==> config.mk <==
export PLATFORM = sky130hd
export DESIGN_NAME = eec_host
export DESIGN_NICKNAME = d
export VERILOG_FILES = /design/src/hdl/eec_pkg.sv /design/src/hdl/eec_fifo.sv /design/src/hdl/eec_host.sv /design/src/hdl/eec_sync.sv
export SDC_FILE = /design/constraint.sdc
export NUM_CORES = 1
export LEC_CHECK = 0
export BUFFER_PORTS_ARGS = -buffer_cell sky130_fd_sc_hd__buf_2
export CORE_MARGIN = 2
export CORE_UTILIZATION = 27
export DETAILED_ROUTE_END_ITERATION = 8
export PLACE_DENSITY = 0.45
export SLEW_MARGIN = 20
export SYNTH_ARGS = -nofsm -noshare
export SYNTH_HDL_FRONTEND = slang
export SYNTH_SLANG_ARGS = --single-unit
==> constraint.sdc <==
create_clock -name clk_sys -period 3.8 [get_ports clk_sys]
set_clock_uncertainty 0.05 [all_clocks]
set_input_delay 0.19 -clock clk_sys [delete_from_list [all_inputs] [get_ports clk_sys]]
set_output_delay 0.19 -clock clk_sys [all_outputs]
set_load 0.01 [all_outputs]
==> src/hdl/eec_pkg.sv <==
/*
  Constants, types and timing counts for the serial memory bus host.
  Assumes a 10 MHz system clock and a pull-up on both bus wires.
*/
// How it works
// - start is data falling while clock high
// - stop is data rising while clock high
// - data changes only while clock low
// - eight bits, receiver pulls ninth low
// - seven address bits, then one direction bit
// - byte write: device, word address, data, stop
// - further bytes without stop fill one page
// - poll with address; acknowledge means write done
// - current read: direction one, data, nack, stop
// - random read: dummy write, repeated start, read
package eec_pkg;
  // ==========================================================
  // Timing
  // ==========================================================
  localparam int CLK_NS = 100; // System clock period
  localparam int T_LOW_NS = 1200; // Least clock low time
  localparam int T_HIGH_NS = 600; // Least clock high, start setup and hold
  localparam int T_BUF_NS = 1200; // Least bus free time after stop
  localparam int T_HOLD_NS = 100; // Data change delay after clock falls
  localparam int WRITE_CYCLE_TIME_MS = 5; // Longest internal write
  // Least times round up to whole cycles
  localparam logic [7:0] LOW_CYC = 8'((T_LOW_NS + CLK_NS - 1) / CLK_NS);
  localparam logic [7:0] HIGH_CYC = 8'((T_HIGH_NS + CLK_NS - 1) / CLK_NS);
  localparam logic [7:0] BUF_CYC = 8'((T_BUF_NS + CLK_NS - 1) / CLK_NS);
  localparam logic [7:0] HOLD_CYC = 8'((T_HOLD_NS + CLK_NS - 1) / CLK_NS);
  localparam int WRITE_CYCLE_CYC = WRITE_CYCLE_TIME_MS * 1000000 / CLK_NS;
  // ==========================================================
  // Data path
  // ==========================================================
  localparam int DATA_W = 8; // Bus byte
  localparam int FIFO_DEPTH = 32; // Write data buffer words
  localparam int WORD_ADDR_W = 12; // Word address carried on the bus
  // ==========================================================
  // Types
  // ==========================================================
  // Kinds of transfer the user may ask for
  typedef enum logic [1:0] {OP_WRITE, OP_RAND, OP_CUR} eec_op_t;
  // One user command
  typedef struct packed {
    eec_op_t op; // Transfer kind
    logic protect; // Level for the protect pin
    logic [WORD_ADDR_W-1:0] addr; // Word address
    logic [7:0] len; // Byte count, zero taken as one
  } eec_cmd_t;
  // Bus wire pair
  typedef struct packed {
    logic scl; // Clock wire
    logic sda; // Data wire
  } eec_pins_t;
endpackage

==> src/hdl/eec_fifo.sv <==
/*
  Flop-based FIFO with valid and ready on both sides.
  Assumes one clock for both sides.
*/
`timescale 1ns/10ps
module eec_fifo
  import eec_pkg::*;
#(
  parameter int W = DATA_W,
  parameter int DEPTH = FIFO_DEPTH
)
(
  input wire logic clk_sys,
  input wire logic rstn,
  input wire logic in_valid,
  output logic in_ready,
  input wire logic [W-1:0] in_data,
  output logic out_valid,
  input wire logic out_ready,
  output logic [W-1:0] out_data
);
  localparam int AW = $clog2(DEPTH);
  // ==========================================================
  // Storage and pointers
  // ==========================================================
  logic [W-1:0] mem_reg [DEPTH]; // Entries
  logic [W-1:0] mem_next [DEPTH];
  logic [AW:0] wp_reg, wp_next; // Write pointer with wrap bit
  logic [AW:0] rp_reg, rp_next; // Read pointer with wrap bit
  logic push, pop;
  // Full when pointers differ only in wrap bit
  assign in_ready = (wp_reg != {~rp_reg[AW], rp_reg[AW-1:0]});
  assign out_valid = (wp_reg != rp_reg);
  assign push = in_valid && in_ready;
  assign pop = out_valid && out_ready;
  assign out_data = mem_reg[rp_reg[AW-1:0]];
  // Next pointers and entry write
  always_comb
  begin
    mem_next = mem_reg;
    if (push)
    begin
      mem_next[wp_reg[AW-1:0]] = in_data;
    end
    wp_next = push ? wp_reg + 1'b1 : wp_reg;
    rp_next = pop ? rp_reg + 1'b1 : rp_reg;
  end
  // Registers; entries need no reset
  always_ff @(posedge clk_sys or negedge rstn)
  begin
    if (!rstn)
    begin
      wp_reg <= '0;
      rp_reg <= '0;
    end
    else
    begin
      wp_reg <= wp_next;
      rp_reg <= rp_next;
    end
  end
  always_ff @(posedge clk_sys)
  begin
    mem_reg <= mem_next;
  end
endmodule // eec_fifo

==> src/hdl/eec_host.sv <==
/*
  Bus host for a two-wire serial memory: byte and page writes with
  acknowledge polling, random and current-address sequential reads.
  Assumes open-drain wires resolved outside, pulled up when released.
*/
`timescale 1ns/10ps
module eec_host
  import eec_pkg::*;
#(
  parameter logic [3:0] DEV_CODE = 4'h5, // Arbitrary value, set per system
  parameter int WC_CYC = WRITE_CYCLE_CYC // Polling give-up time in cycles
)
(
  input wire logic clk_sys,
  input wire logic rstn,
  input wire logic cmd_valid,
  output logic cmd_ready,
  input wire eec_cmd_t cmd,
  input wire logic wr_valid,
  output logic wr_ready,
  input wire logic [DATA_W-1:0] wr_data,
  output logic rd_valid,
  output logic [DATA_W-1:0] rd_data,
  output logic done,
  output logic err,
  output logic busy,
  input wire logic scl_i,
  output logic scl_o,
  output logic scl_oe,
  input wire logic sda_i,
  output logic sda_o,
  output logic sda_oe,
  output logic wp_o
);
  localparam int WCW = $clog2(WC_CYC + 1);
  // ==========================================================
  // Types and state
  // ==========================================================
  typedef enum logic [3:0] {ST_IDLE, ST_RS_LO, ST_RS_HI, ST_START, ST_BIT_LO,
    ST_BIT_HI, ST_STOP_LO, ST_STOP_HI, ST_GAP} eec_state_t;
  typedef enum logic [2:0] {STG_DEVW, STG_AHI, STG_ALO, STG_WDAT, STG_DEVR,
    STG_RDAT, STG_POLL} eec_stage_t;
  eec_state_t state_reg, state_next; // Bit-level sequencer
  eec_stage_t stage_reg, stage_next; // Which byte is on the wire
  eec_op_t op_reg, op_next; // Command kind
  logic [7:0] cnt_reg, cnt_next; // Phase timer
  logic [3:0] bit_reg, bit_next; // Bit in byte, eight is acknowledge
  logic [7:0] tx_reg, tx_next; // Outgoing byte, sent from bit seven
  logic [7:0] rx_reg, rx_next; // Incoming byte
  logic [7:0] left_reg, left_next; // Data bytes still to move
  logic [WORD_ADDR_W-1:0] addr_reg, addr_next; // Word address
  logic scl_oe_reg, scl_oe_next; // Clock pulled low
  logic sda_oe_reg, sda_oe_next; // Data pulled low
  logic wp_reg, wp_next; // Protect pin level
  logic rd_valid_reg, rd_valid_next;
  logic [7:0] rd_data_reg, rd_data_next;
  logic done_reg, done_next;
  logic err_reg, err_next;
  logic poll_reg, poll_next; // Waiting for internal write to end
  logic [WCW-1:0] wait_reg, wait_next; // Time spent polling
  eec_pins_t pin_s; // Synchronised wires
  logic fifo_valid, fifo_pop;
  logic [7:0] fifo_data;
  logic send_stage;
  // ==========================================================
  // Inputs and write buffer
  // ==========================================================
  eec_sync #(.W(2)) u_sync (
    .clk_sys(clk_sys),
    .rstn(rstn),
    .din({scl_i, sda_i}),
    .dout(pin_s)
  );
  // Drained only at the first bit of a data byte, so it fills
  eec_fifo #(.W(DATA_W), .DEPTH(FIFO_DEPTH)) u_fifo (
    .clk_sys(clk_sys),
    .rstn(rstn),
    .in_valid(wr_valid),
    .in_ready(wr_ready),
    .in_data(wr_data),
    .out_valid(fifo_valid),
    .out_ready(fifo_pop),
    .out_data(fifo_data)
  );
  // ==========================================================
  // Byte chooser
  // ==========================================================
  // Device byte has zero low address bits and the direction bit last
  function automatic logic [7:0] tx_byte(input eec_stage_t stg,
    input logic [WORD_ADDR_W-1:0] adr);
    logic [7:0] b;
    b = {DEV_CODE, 4'h0};
    case (stg)
      STG_DEVR: b = {DEV_CODE, 4'h1};
      STG_AHI: b = {4'h0, adr[11:8]};
      STG_ALO: b = adr[7:0];
      default: b = {DEV_CODE, 4'h0};
    endcase
    return b;
  endfunction
  assign send_stage = (stage_reg != STG_RDAT);
  assign cmd_ready = (state_reg == ST_IDLE);
  assign fifo_pop = (state_reg == ST_BIT_LO) && (stage_reg == STG_WDAT)
    && (bit_reg == 4'h0) && (cnt_reg == 8'h00);
  // ==========================================================
  // Sequencer next state
  // ==========================================================
  always_comb
  begin
    state_next = state_reg;
    stage_next = stage_reg;
    op_next = op_reg;
    cnt_next = cnt_reg + 8'h01;
    bit_next = bit_reg;
    tx_next = tx_reg;
    rx_next = rx_reg;
    left_next = left_reg;
    addr_next = addr_reg;
    scl_oe_next = scl_oe_reg;
    sda_oe_next = sda_oe_reg;
    wp_next = wp_reg;
    rd_valid_next = 1'b0;
    rd_data_next = rd_data_reg;
    done_next = 1'b0;
    err_next = err_reg;
    poll_next = poll_reg;
    wait_next = (poll_reg && wait_reg != WCW'(WC_CYC)) ? wait_reg + 1'b1 : wait_reg;
    case (state_reg)
      // Bus released, wait for a command
      ST_IDLE:
      begin
        cnt_next = 8'h00;
        scl_oe_next = 1'b0;
        sda_oe_next = 1'b0;
        if (cmd_valid)
        begin
          op_next = cmd.op;
          addr_next = cmd.addr;
          left_next = (cmd.len == 8'h00) ? 8'h01 : cmd.len;
          wp_next = cmd.protect;
          err_next = 1'b0;
          stage_next = (cmd.op == OP_CUR) ? STG_DEVR : STG_DEVW;
          state_next = ST_RS_LO;
        end
      end
      // Clock low, then data released ahead of a start
      ST_RS_LO:
      begin
        scl_oe_next = 1'b1;
        if (cnt_reg == HOLD_CYC)
        begin
          sda_oe_next = 1'b0;
        end
        if (cnt_reg == LOW_CYC - 8'h01)
        begin
          scl_oe_next = 1'b0;
          cnt_next = 8'h00;
          state_next = ST_RS_HI;
        end
      end
      // Clock high with data high: start setup
      ST_RS_HI:
      begin
        if (!pin_s.scl)
        begin
          cnt_next = cnt_reg; // Someone holds the clock low
        end
        else if (cnt_reg == HIGH_CYC - 8'h01)
        begin
          sda_oe_next = 1'b1;
          cnt_next = 8'h00;
          state_next = ST_START;
        end
      end
      // Start hold, then clock falls for the first bit
      ST_START:
      begin
        if (cnt_reg == HIGH_CYC - 8'h01)
        begin
          scl_oe_next = 1'b1;
          bit_next = 4'h0;
          cnt_next = 8'h00;
          state_next = ST_BIT_LO;
        end
      end
      // Clock low: load byte, then set data after the hold delay
      ST_BIT_LO:
      begin
        if (bit_reg == 4'h0 && cnt_reg == 8'h00)
        begin
          if (stage_reg == STG_WDAT)
          begin
            tx_next = fifo_data;
            cnt_next = fifo_valid ? 8'h01 : 8'h00; // Clock held low while empty
          end
          else
          begin
            tx_next = tx_byte(stage_reg, addr_reg);
          end
        end
        else if (cnt_reg == HOLD_CYC)
        begin
          if (bit_reg == 4'h8)
          begin
            // Release for device ack; after a read byte ack unless last
            sda_oe_next = !send_stage && (left_reg > 8'h01);
          end
          else
          begin
            sda_oe_next = send_stage && !tx_reg[7];
          end
        end
        else if (cnt_reg == LOW_CYC - 8'h01)
        begin
          scl_oe_next = 1'b0;
          cnt_next = 8'h00;
          state_next = ST_BIT_HI;
        end
      end
      // Clock high: sample at the end of the high time
      ST_BIT_HI:
      begin
        if (!pin_s.scl)
        begin
          cnt_next = cnt_reg;
        end
        else if (cnt_reg == HIGH_CYC - 8'h01)
        begin
          scl_oe_next = 1'b1;
          cnt_next = 8'h00;
          state_next = ST_BIT_LO;
          if (bit_reg != 4'h8)
          begin
            rx_next = {rx_reg[6:0], pin_s.sda};
            tx_next = {tx_reg[6:0], 1'b0};
            bit_next = bit_reg + 4'h1;
          end
          else
          begin
            bit_next = 4'h0;
            if (!send_stage)
            begin
              rd_valid_next = 1'b1;
              rd_data_next = rx_reg;
              if (left_reg > 8'h01)
              begin
                left_next = left_reg - 8'h01;
              end
              else
              begin
                state_next = ST_STOP_LO;
              end
            end
            else if (pin_s.sda)
            begin
              // No acknowledge: end the frame
              state_next = ST_STOP_LO;
              if (stage_reg != STG_POLL)
              begin
                err_next = 1'b1;
                poll_next = 1'b0;
              end
            end
            else
            begin
              case (stage_reg)
                STG_DEVW: stage_next = STG_AHI;
                STG_AHI: stage_next = STG_ALO;
                STG_ALO:
                begin
                  if (op_reg == OP_WRITE)
                  begin
                    stage_next = STG_WDAT;
                  end
                  else
                  begin
                    stage_next = STG_DEVR;
                    state_next = ST_RS_LO;
                  end
                end
                STG_WDAT:
                begin
                  if (left_reg > 8'h01)
                  begin
                    left_next = left_reg - 8'h01;
                  end
                  else
                  begin
                    state_next = ST_STOP_LO;
                    poll_next = 1'b1;
                    wait_next = '0;
                  end
                end
                STG_DEVR: stage_next = STG_RDAT;
                default:
                begin
                  poll_next = 1'b0;
                  state_next = ST_STOP_LO;
                end
              endcase
            end
          end
        end
      end
      // Clock low, data pulled low ahead of stop
      ST_STOP_LO:
      begin
        if (cnt_reg == HOLD_CYC)
        begin
          sda_oe_next = 1'b1;
        end
        if (cnt_reg == LOW_CYC - 8'h01)
        begin
          scl_oe_next = 1'b0;
          cnt_next = 8'h00;
          state_next = ST_STOP_HI;
        end
      end
      // Clock high, then data released: stop
      ST_STOP_HI:
      begin
        if (!pin_s.scl)
        begin
          cnt_next = cnt_reg;
        end
        else if (cnt_reg == HIGH_CYC - 8'h01)
        begin
          sda_oe_next = 1'b0;
          cnt_next = 8'h00;
          state_next = ST_GAP;
        end
      end
      // Bus free time; then poll again or finish
      ST_GAP:
      begin
        if (cnt_reg == BUF_CYC - 8'h01)
        begin
          cnt_next = 8'h00;
          if (poll_reg && wait_reg != WCW'(WC_CYC))
          begin
            stage_next = STG_POLL;
            state_next = ST_RS_LO;
          end
          else
          begin
            err_next = err_reg || poll_reg; // Write never finished
            poll_next = 1'b0;
            done_next = 1'b1;
            state_next = ST_IDLE;
          end
        end
      end
      default: state_next = ST_IDLE;
    endcase
  end
  // Registers
  always_ff @(posedge clk_sys or negedge rstn)
  begin
    if (!rstn)
    begin
      state_reg <= ST_IDLE;
      stage_reg <= STG_DEVW;
      op_reg <= OP_WRITE;
      cnt_reg <= 8'h00;
      bit_reg <= 4'h0;
      tx_reg <= 8'h00;
      rx_reg <= 8'h00;
      left_reg <= 8'h00;
      addr_reg <= '0;
      scl_oe_reg <= 1'b0;
      sda_oe_reg <= 1'b0;
      wp_reg <= 1'b0;
      rd_valid_reg <= 1'b0;
      rd_data_reg <= 8'h00;
      done_reg <= 1'b0;
      err_reg <= 1'b0;
      poll_reg <= 1'b0;
      wait_reg <= '0;
    end
    else
    begin
      state_reg <= state_next;
      stage_reg <= stage_next;
      op_reg <= op_next;
      cnt_reg <= cnt_next;
      bit_reg <= bit_next;
      tx_reg <= tx_next;
      rx_reg <= rx_next;
      left_reg <= left_next;
      addr_reg <= addr_next;
      scl_oe_reg <= scl_oe_next;
      sda_oe_reg <= sda_oe_next;
      wp_reg <= wp_next;
      rd_valid_reg <= rd_valid_next;
      rd_data_reg <= rd_data_next;
      done_reg <= done_next;
      err_reg <= err_next;
      poll_reg <= poll_next;
      wait_reg <= wait_next;
    end
  end
  // ==========================================================
  // Outputs
  // ==========================================================
  assign scl_o = 1'b0; // Open drain: only ever pulls low
  assign sda_o = 1'b0;
  assign scl_oe = scl_oe_reg;
  assign sda_oe = sda_oe_reg;
  assign wp_o = wp_reg;
  assign rd_valid = rd_valid_reg;
  assign rd_data = rd_data_reg;
  assign done = done_reg;
  assign err = err_reg;
  assign busy = (state_reg != ST_IDLE);
endmodule // eec_host

==> src/hdl/eec_sync.sv <==
/*
  Three-flop input synchroniser, one lane per bit.
  Assumes inputs idle high, like a pulled-up bus.
*/
`timescale 1ns/10ps
module eec_sync
  import eec_pkg::*;
#(
  parameter int W = 2
)
(
  input wire logic clk_sys,
  input wire logic rstn,
  input wire logic [W-1:0] din,
  output logic [W-1:0] dout
);
  // ==========================================================
  // Per-bit chain
  // ==========================================================
  genvar gi;
  generate
    for (gi = 0; gi < W; gi = gi + 1)
    begin : g_lane
      logic [2:0] ff_reg; // Chain, first stage read only by second
      logic [2:0] ff_next;
      logic out_reg; // Accepted level
      logic out_next;
      // Shift and accept once stages two and three agree
      always_comb
      begin
        ff_next = {ff_reg[1:0], din[gi]};
        out_next = (ff_reg[1] == ff_reg[2]) ? ff_reg[2] : out_reg;
      end
      // Registers; idle level is high
      always_ff @(posedge clk_sys or negedge rstn)
      begin
        if (!rstn)
        begin
          ff_reg <= 3'h7;
          out_reg <= 1'b1;
        end
        else
        begin
          ff_reg <= ff_next;
          out_reg <= out_next;
        end
      end
      assign dout[gi] = out_reg;
    end
  endgenerate
endmodule // eec_sync

# --- Word level (Yosys, flattened, before mapping) ---
# Cells that the tools add are included.
op_classes:
  add_sub_neg: 6
  magnitude_cmp: 4
  eq_ne: 58
  mux: 125
  bitwise_logic: 5
  n_reduce_logical: 43
ops:
  columns: ["operator", "n"]
  rows:
  - ["$bwmux 256", 1]
  - ["$mux 8", 23]
  - ["$mux 16", 9]
  - ["$mux 4", 18]
  - ["$mux 1", 43]
  - ["$mux 3", 14]
  - ["$bmux 8 s5", 1]
  - ["$demux 8 s5", 1]
  - ["$pmux 8 s5", 1]
  - ["$ne 2x2->1 const B", 19]
  - ["$pmux 4 s9", 1]
  - ["$pmux 8 s2", 2]
  - ["$reduce_and 10->1", 3]
  - ["$pmux 8 s3", 1]
  - ["$pmux 3 s3", 2]
  - ["$add 16x1->16 const B", 1]
  - ["$eq 4x3->1 const B", 4]
  - ["$logic_not 8->1", 2]
  - ["$ne 16x16->1 const B", 1]
  - ["$ne 2x1->1 const B", 8]
  - ["$ne 3x3->1 const B", 5]
  - ["$reduce_and 14->1", 1]
  - ["$add 6x1->6 const B", 2]
  - ["$ge 6x6->1 const B", 2]
  - ["46 further kinds", 76]
totals:
  ff_bits: 364
  inputBits: 37
  output_inout_bits: 19

# --- Depth between registers and ports, before layout ---
logic_depth:
  ltp_word: 11
  mapped_depth: 9

# --- Modules after synthesis ---
# From an unflattened synthesis, not the netlist that was laid out.
hier_totals:
  cells_unflattened: 1077
  hier_area_um2: 15905.3
by_module_without_submodules:
  columns: ["mod", "instances", "cells_each", "area_each_um2", "seq_area_each_um2"]
  rows:
  - ["eec_fifo", 1, 535, 10552.6, 7987.7]
  - ["eec_host", 1, 530, 5104.9, 2202.1]
  - ["eec_sync", 1, 12, 247.7, 210.2]

# --- Worst setup path after synthesis ---
# Ideal clock, no wire load.
synth_path:
  kind: "reg-to-reg"
  start: "register u_fifo.rp_reg[0]"
  end: "register u_fifo.mem_reg[152] (netlist bit) (enable)"
  setup_time_ns: 0.370
  arrival_time_ns: 2.258
  required_time_ns: 3.380
  path_slack_ns: 1.122
  stages_incl_launch_ff: 10
  n_path_buf: 4
  synth_period_minus_slack_ns: 2.678
  cell_sequence: "dfrtp_1 buf_2 buf_2 buf_2 xnor2_1 nand2_1 o31a_1 clkbuf_1 nand2_1 nor2_1"
synth_via:
  elab_chain_cells: 2
synth_rtl:
  columns: ["item", "line", "rtl"]
  rows:
  - ["start, declared", "eec_fifo.sv:29", "logic [AW:0] rp_reg, rp_next;"]
  - ["start signal, assigned", "eec_fifo.sv:59", "rp_reg <= rp_next;"]
  - ["$ne 6x6->1", "eec_fifo.sv:32", "assign in_ready = (wp_reg != {~rp_reg[AW], rp_reg[AW-1:0]});"]
  - ["$logic_and 1x1->1", "eec_fifo.sv:34", "assign push = in_valid && in_ready;"]
  - ["end signal, assigned", "eec_fifo.sv:64", "mem_reg <= mem_next;"]
  - ["end, declared", "eec_fifo.sv:26", "logic [W-1:0] mem_reg [DEPTH];"]
# No other way between the ends.
# A chain may end at the register's enable or synchronous reset.

# --- Final worst setup path ---
layout_path:
  start: "register u_fifo.rp_reg[0]"
  end: "register tx_reg[0]"
layout_via:
  elab_chain_cells: 7
layout_rtl:
  columns: ["item", "line", "rtl"]
  rows:
  - ["$not 5->6 (not written as such)", "eec_fifo.sv:36", "assign out_data = mem_reg[rp_reg[AW-1:0]];"]
  - ["$bmux 8 s5", "eec_fifo.sv:36", null]
  - ["$mux 8 (not written as such) (2 in series)", "eec_fifo.sv:36", null]
  - ["$mux 8", "eec_host.sv:191", "if (stage_reg == STG_WDAT)"]
  - ["$mux 8", "eec_host.sv:189", "if (bit_reg == 4'h0 && cnt_reg == 8'h00)"]
  - ["$pmux 8 s2", "eec_host.sv:128", "case (state_reg)"]
  - ["end signal, assigned", "eec_host.sv:387", "tx_reg <= tx_next;"]
  - ["end, declared", "eec_host.sv:48", "logic [7:0] tx_reg, tx_next;"]
# No other way between the ends. The select of a mux whose other input is x is not followed.

==> results by group <==
Timing
  • Setup TNS: 0 ns
  • Fin crit period: 2.91 ns
  • Setup violators final: 0
  • Slew at the pin closest to its max-slew limit: 0.836 ns
  • Period utilization: 0.765
  • Final hold viol count: 0
  • Hold slack: 0.0357 ns
  • Fin. max-slew vios: 0
  • RSZ-0062 raised after global routing: false
  • Slew HR: 0.440
  • Setup WS post-layout: 0.893 ns
  • Max Freq: ~0.34 GHz

Placement
  • Pre-CTS setup slack: 0.884 ns
  • GP Congestion: 0.807
  • Port-buffer cells: 53
  • DP Wirelength: 25.8 mm

Hold path
  • Hold path cells: 4
  • WHS Endpoint: left_reg[0]$_DFFE_PN0P_
  • Hold_sp: cmd[7]
  • Hold Crit Class: input port to register

Route
  • Final WL: 39.9 mm
  • ANT nets after route: 0
  • 1st-iter DRT viols: between 800 and 900
  • Drt via density: slightly below 5
  • DR WL/cell: 20.4 µm
  • Via count: 9467
  • Iteration count of the initial detailed-routing pass: 5
  • DRC: 0

Clock network
  • Clock buffer depth: 3
  • Clk sink count: between 300 and 400
  • Post-CTS setup buffers: 0
  • CTS tree: done
  • Clock latency at the later pin of the worst-skew pair: 0.55 ns
  • Root Buffer: clkbuf_16
  • H-tree Lvls: 2
  • CTS buffer count: 40
  • Clock Pin Slew Worst Setup and Hold Paths: 0.06 ns

Global routing
  • Initial antenna violation count: 0
  • First-pass GRT wire length: 60.9 mm
  • Tot GR Track Use: 0.133
  • Largest net degree at the start of global routing: 56
  • GRT overflow: 0
  • Vias in the first global route: 9671

Die
  • Num rows: 89
  • Die Ht: about 250 µm
  • Die area: approximately 0.061 mm²
  • Boundary Pins: 56
  • Initial core utilization: 0.272
  • Die W: 247 µm
  • Total core area: slightly below 0.06 mm²

Finish
  • Final cell utilization of the core: 0.319
  • Max reg flops: between 200 and 300
  • Ratio of cells with drive above 1 in the final layout: 0.233
  • Ant diodes: 0
  • P&R area growth vs syn: 17.5%
  • Nets: about 1200

Status
  • Status: finished, final reports clean

Logic synthesis
  • Most used flip-flop cell after synthesis: edfxtp_1
  • Synth Warn #: 0
  • Synth area leaders: edfxtp_1 48%, dfrtp_1 16%, mux4_2 8.8%
  • Post-synthesis register bit count: 364
  • Yosys cell types: 83
  • Ys async rst share: 0.297
  • Synthesized area per cell: approximately 15 µm²
  • Synth top area share: 0.482
  • EDFF count, synth: 256
  • Dominant cell by count in the synthesized netlist: edfxtp_1
  • Commonest cells in the netlist: 256 x edfxtp_1, 100 x dfrtp_1, 90 x nor2_1
  • Cell taking the most area after synthesis: edfxtp_1
  • Syn Std Cell Area: between 0.015 and 0.02 mm²
  • Sequential-to-total area share from yosys stat: 0.653
  • Cells after Synth: 1067

Critical path
  • Critical path capture point type: register
  • Reg-to-reg slack, setup: 0.89 ns
  • RR Startpoint: u_fifo.rp_reg[0]$_DFFE_PN0P_
  • Startpoint types: register
  • Reg-to-reg endpoint: tx_reg[0]$_DFFE_PN0P_
  • Worst setup path category: register to register
  • Crit path DAT: 3.27 ns
  • Critical Path RT: around 4.2 ns
  • R2R depth: 6
  • Crit Path Max Fanout: 32

Power and ir drop
  • Power Total: 0.0115 W
  • Max IR drop VDD: 0.380 mV
  • Leak: 6.47 nW
  • Pwr/cell area: 615 mW/mm²

Run
  • Max Cap Viol: 0
## power by group
part           leakage, nW  switching, W  total, W  internal [W]
clock                0.614       0.00157   0.00376       0.00219
sequential            3.69      0.000422   0.00512       0.00470
combinational         2.16       0.00147   0.00263       0.00116
total                 6.47       0.00346    0.0115       0.00805
## layout make-up
cell class / count / area (µm²)
clock buffer: 57 / 1120
clock inverter: 15 / 145
fill: 5765 / 40000
inverter: 28 / 105
multi-input combinational: 612 / 5190
sequential: 364 / 10400
tap: 773 / 967
timing repair buffer: 112 / 798
## metal layers
layer	track usage	up-vias	routed length (µm)
met5	0	-	0
met4	0.0337	0	819
met3	0.0208	53	1640
met2	0.213	204	18900
met1	0.187	4877	18600
li1	-	4333	-
## worst max-delay path by stage
stage | start | end | slack [ns] | depth (start not counted)
final | u_fifo.rp_reg[0]$_DFFE_PN0P_ | tx_reg[0]$_DFFE_PN0P_ | 0.89 | 6
after global routing | u_fifo.rp_reg[0]$_DFFE_PN0P_ | u_fifo.mem_reg[20]$_DFFE_PP_ | 0.70 | 5
after CTS | u_fifo.rp_reg[0]$_DFFE_PN0P_ | tx_reg[0]$_DFFE_PN0P_ | 0.87 | 6
after detailed placement | u_fifo.rp_reg[0]$_DFFE_PN0P_ | tx_reg[0]$_DFFE_PN0P_ | 0.88 | 6
after global placement | u_fifo.rp_reg[0]$_DFFE_PN0P_ | tx_reg[0]$_DFFE_PN0P_ | 0.90 | 6
after floorplan | u_fifo.rp_reg[0]$_DFFE_PN0P_ | u_fifo.mem_reg[152]$_DFFE_PP_ | 1.12 | 9
## kinds of logic after synthesis
family	Yosys count	synth area share
buf+inv	92	0.0231
compound gates	160	0.0720
other cells	1	0.000235
flops	364	0.653
simple gates	271	0.0874
xor+xnor	33	0.0181
mux	129	0.134
fa+ha+maj	17	0.0129
## metrics by stage
stage / instance area (µm²) / cells
final: 18700 / 1961
after global routing: 18700 / 1961
after CTS: 18700 / 1961
after detailed placement: 17200 / 1864
after global placement: 17200 / 1864
after floorplan: 15900 / 1068
## layout by cell type, fill, tap and decap left out, types with 15 or more instances in the layout
cell and instances:
inv_1 27, nand2_1 53, clkbuf_16 41, o21ai_0 37
mux2_2 49, buf_4 33, a21oi_1 21, nand3_1 15
buf_2 52, nor2_1 90, dlygate4sd3_1 25, nor3_1 21
dfrtp_1 98, mux2i_1 18, edfxtp_1 256, xnor2_1 21
mux4_2 62
## critical path, cell delays in order (launching register included)
cell and delay (ns):
dfrtp_4 0.71, buf_12 0.34, mux4_2 0.53, mux4_2 0.51
nor2b_1 0.16, a211oi_1 0.32, o31ai_1 0.12
## what timing repair did
action,4_1_cts,5_1_grt
resized for setup,0,0
hold endpoints to repair,70,0
hold buffers,25,0
Power figures use the tool's default switching activity.
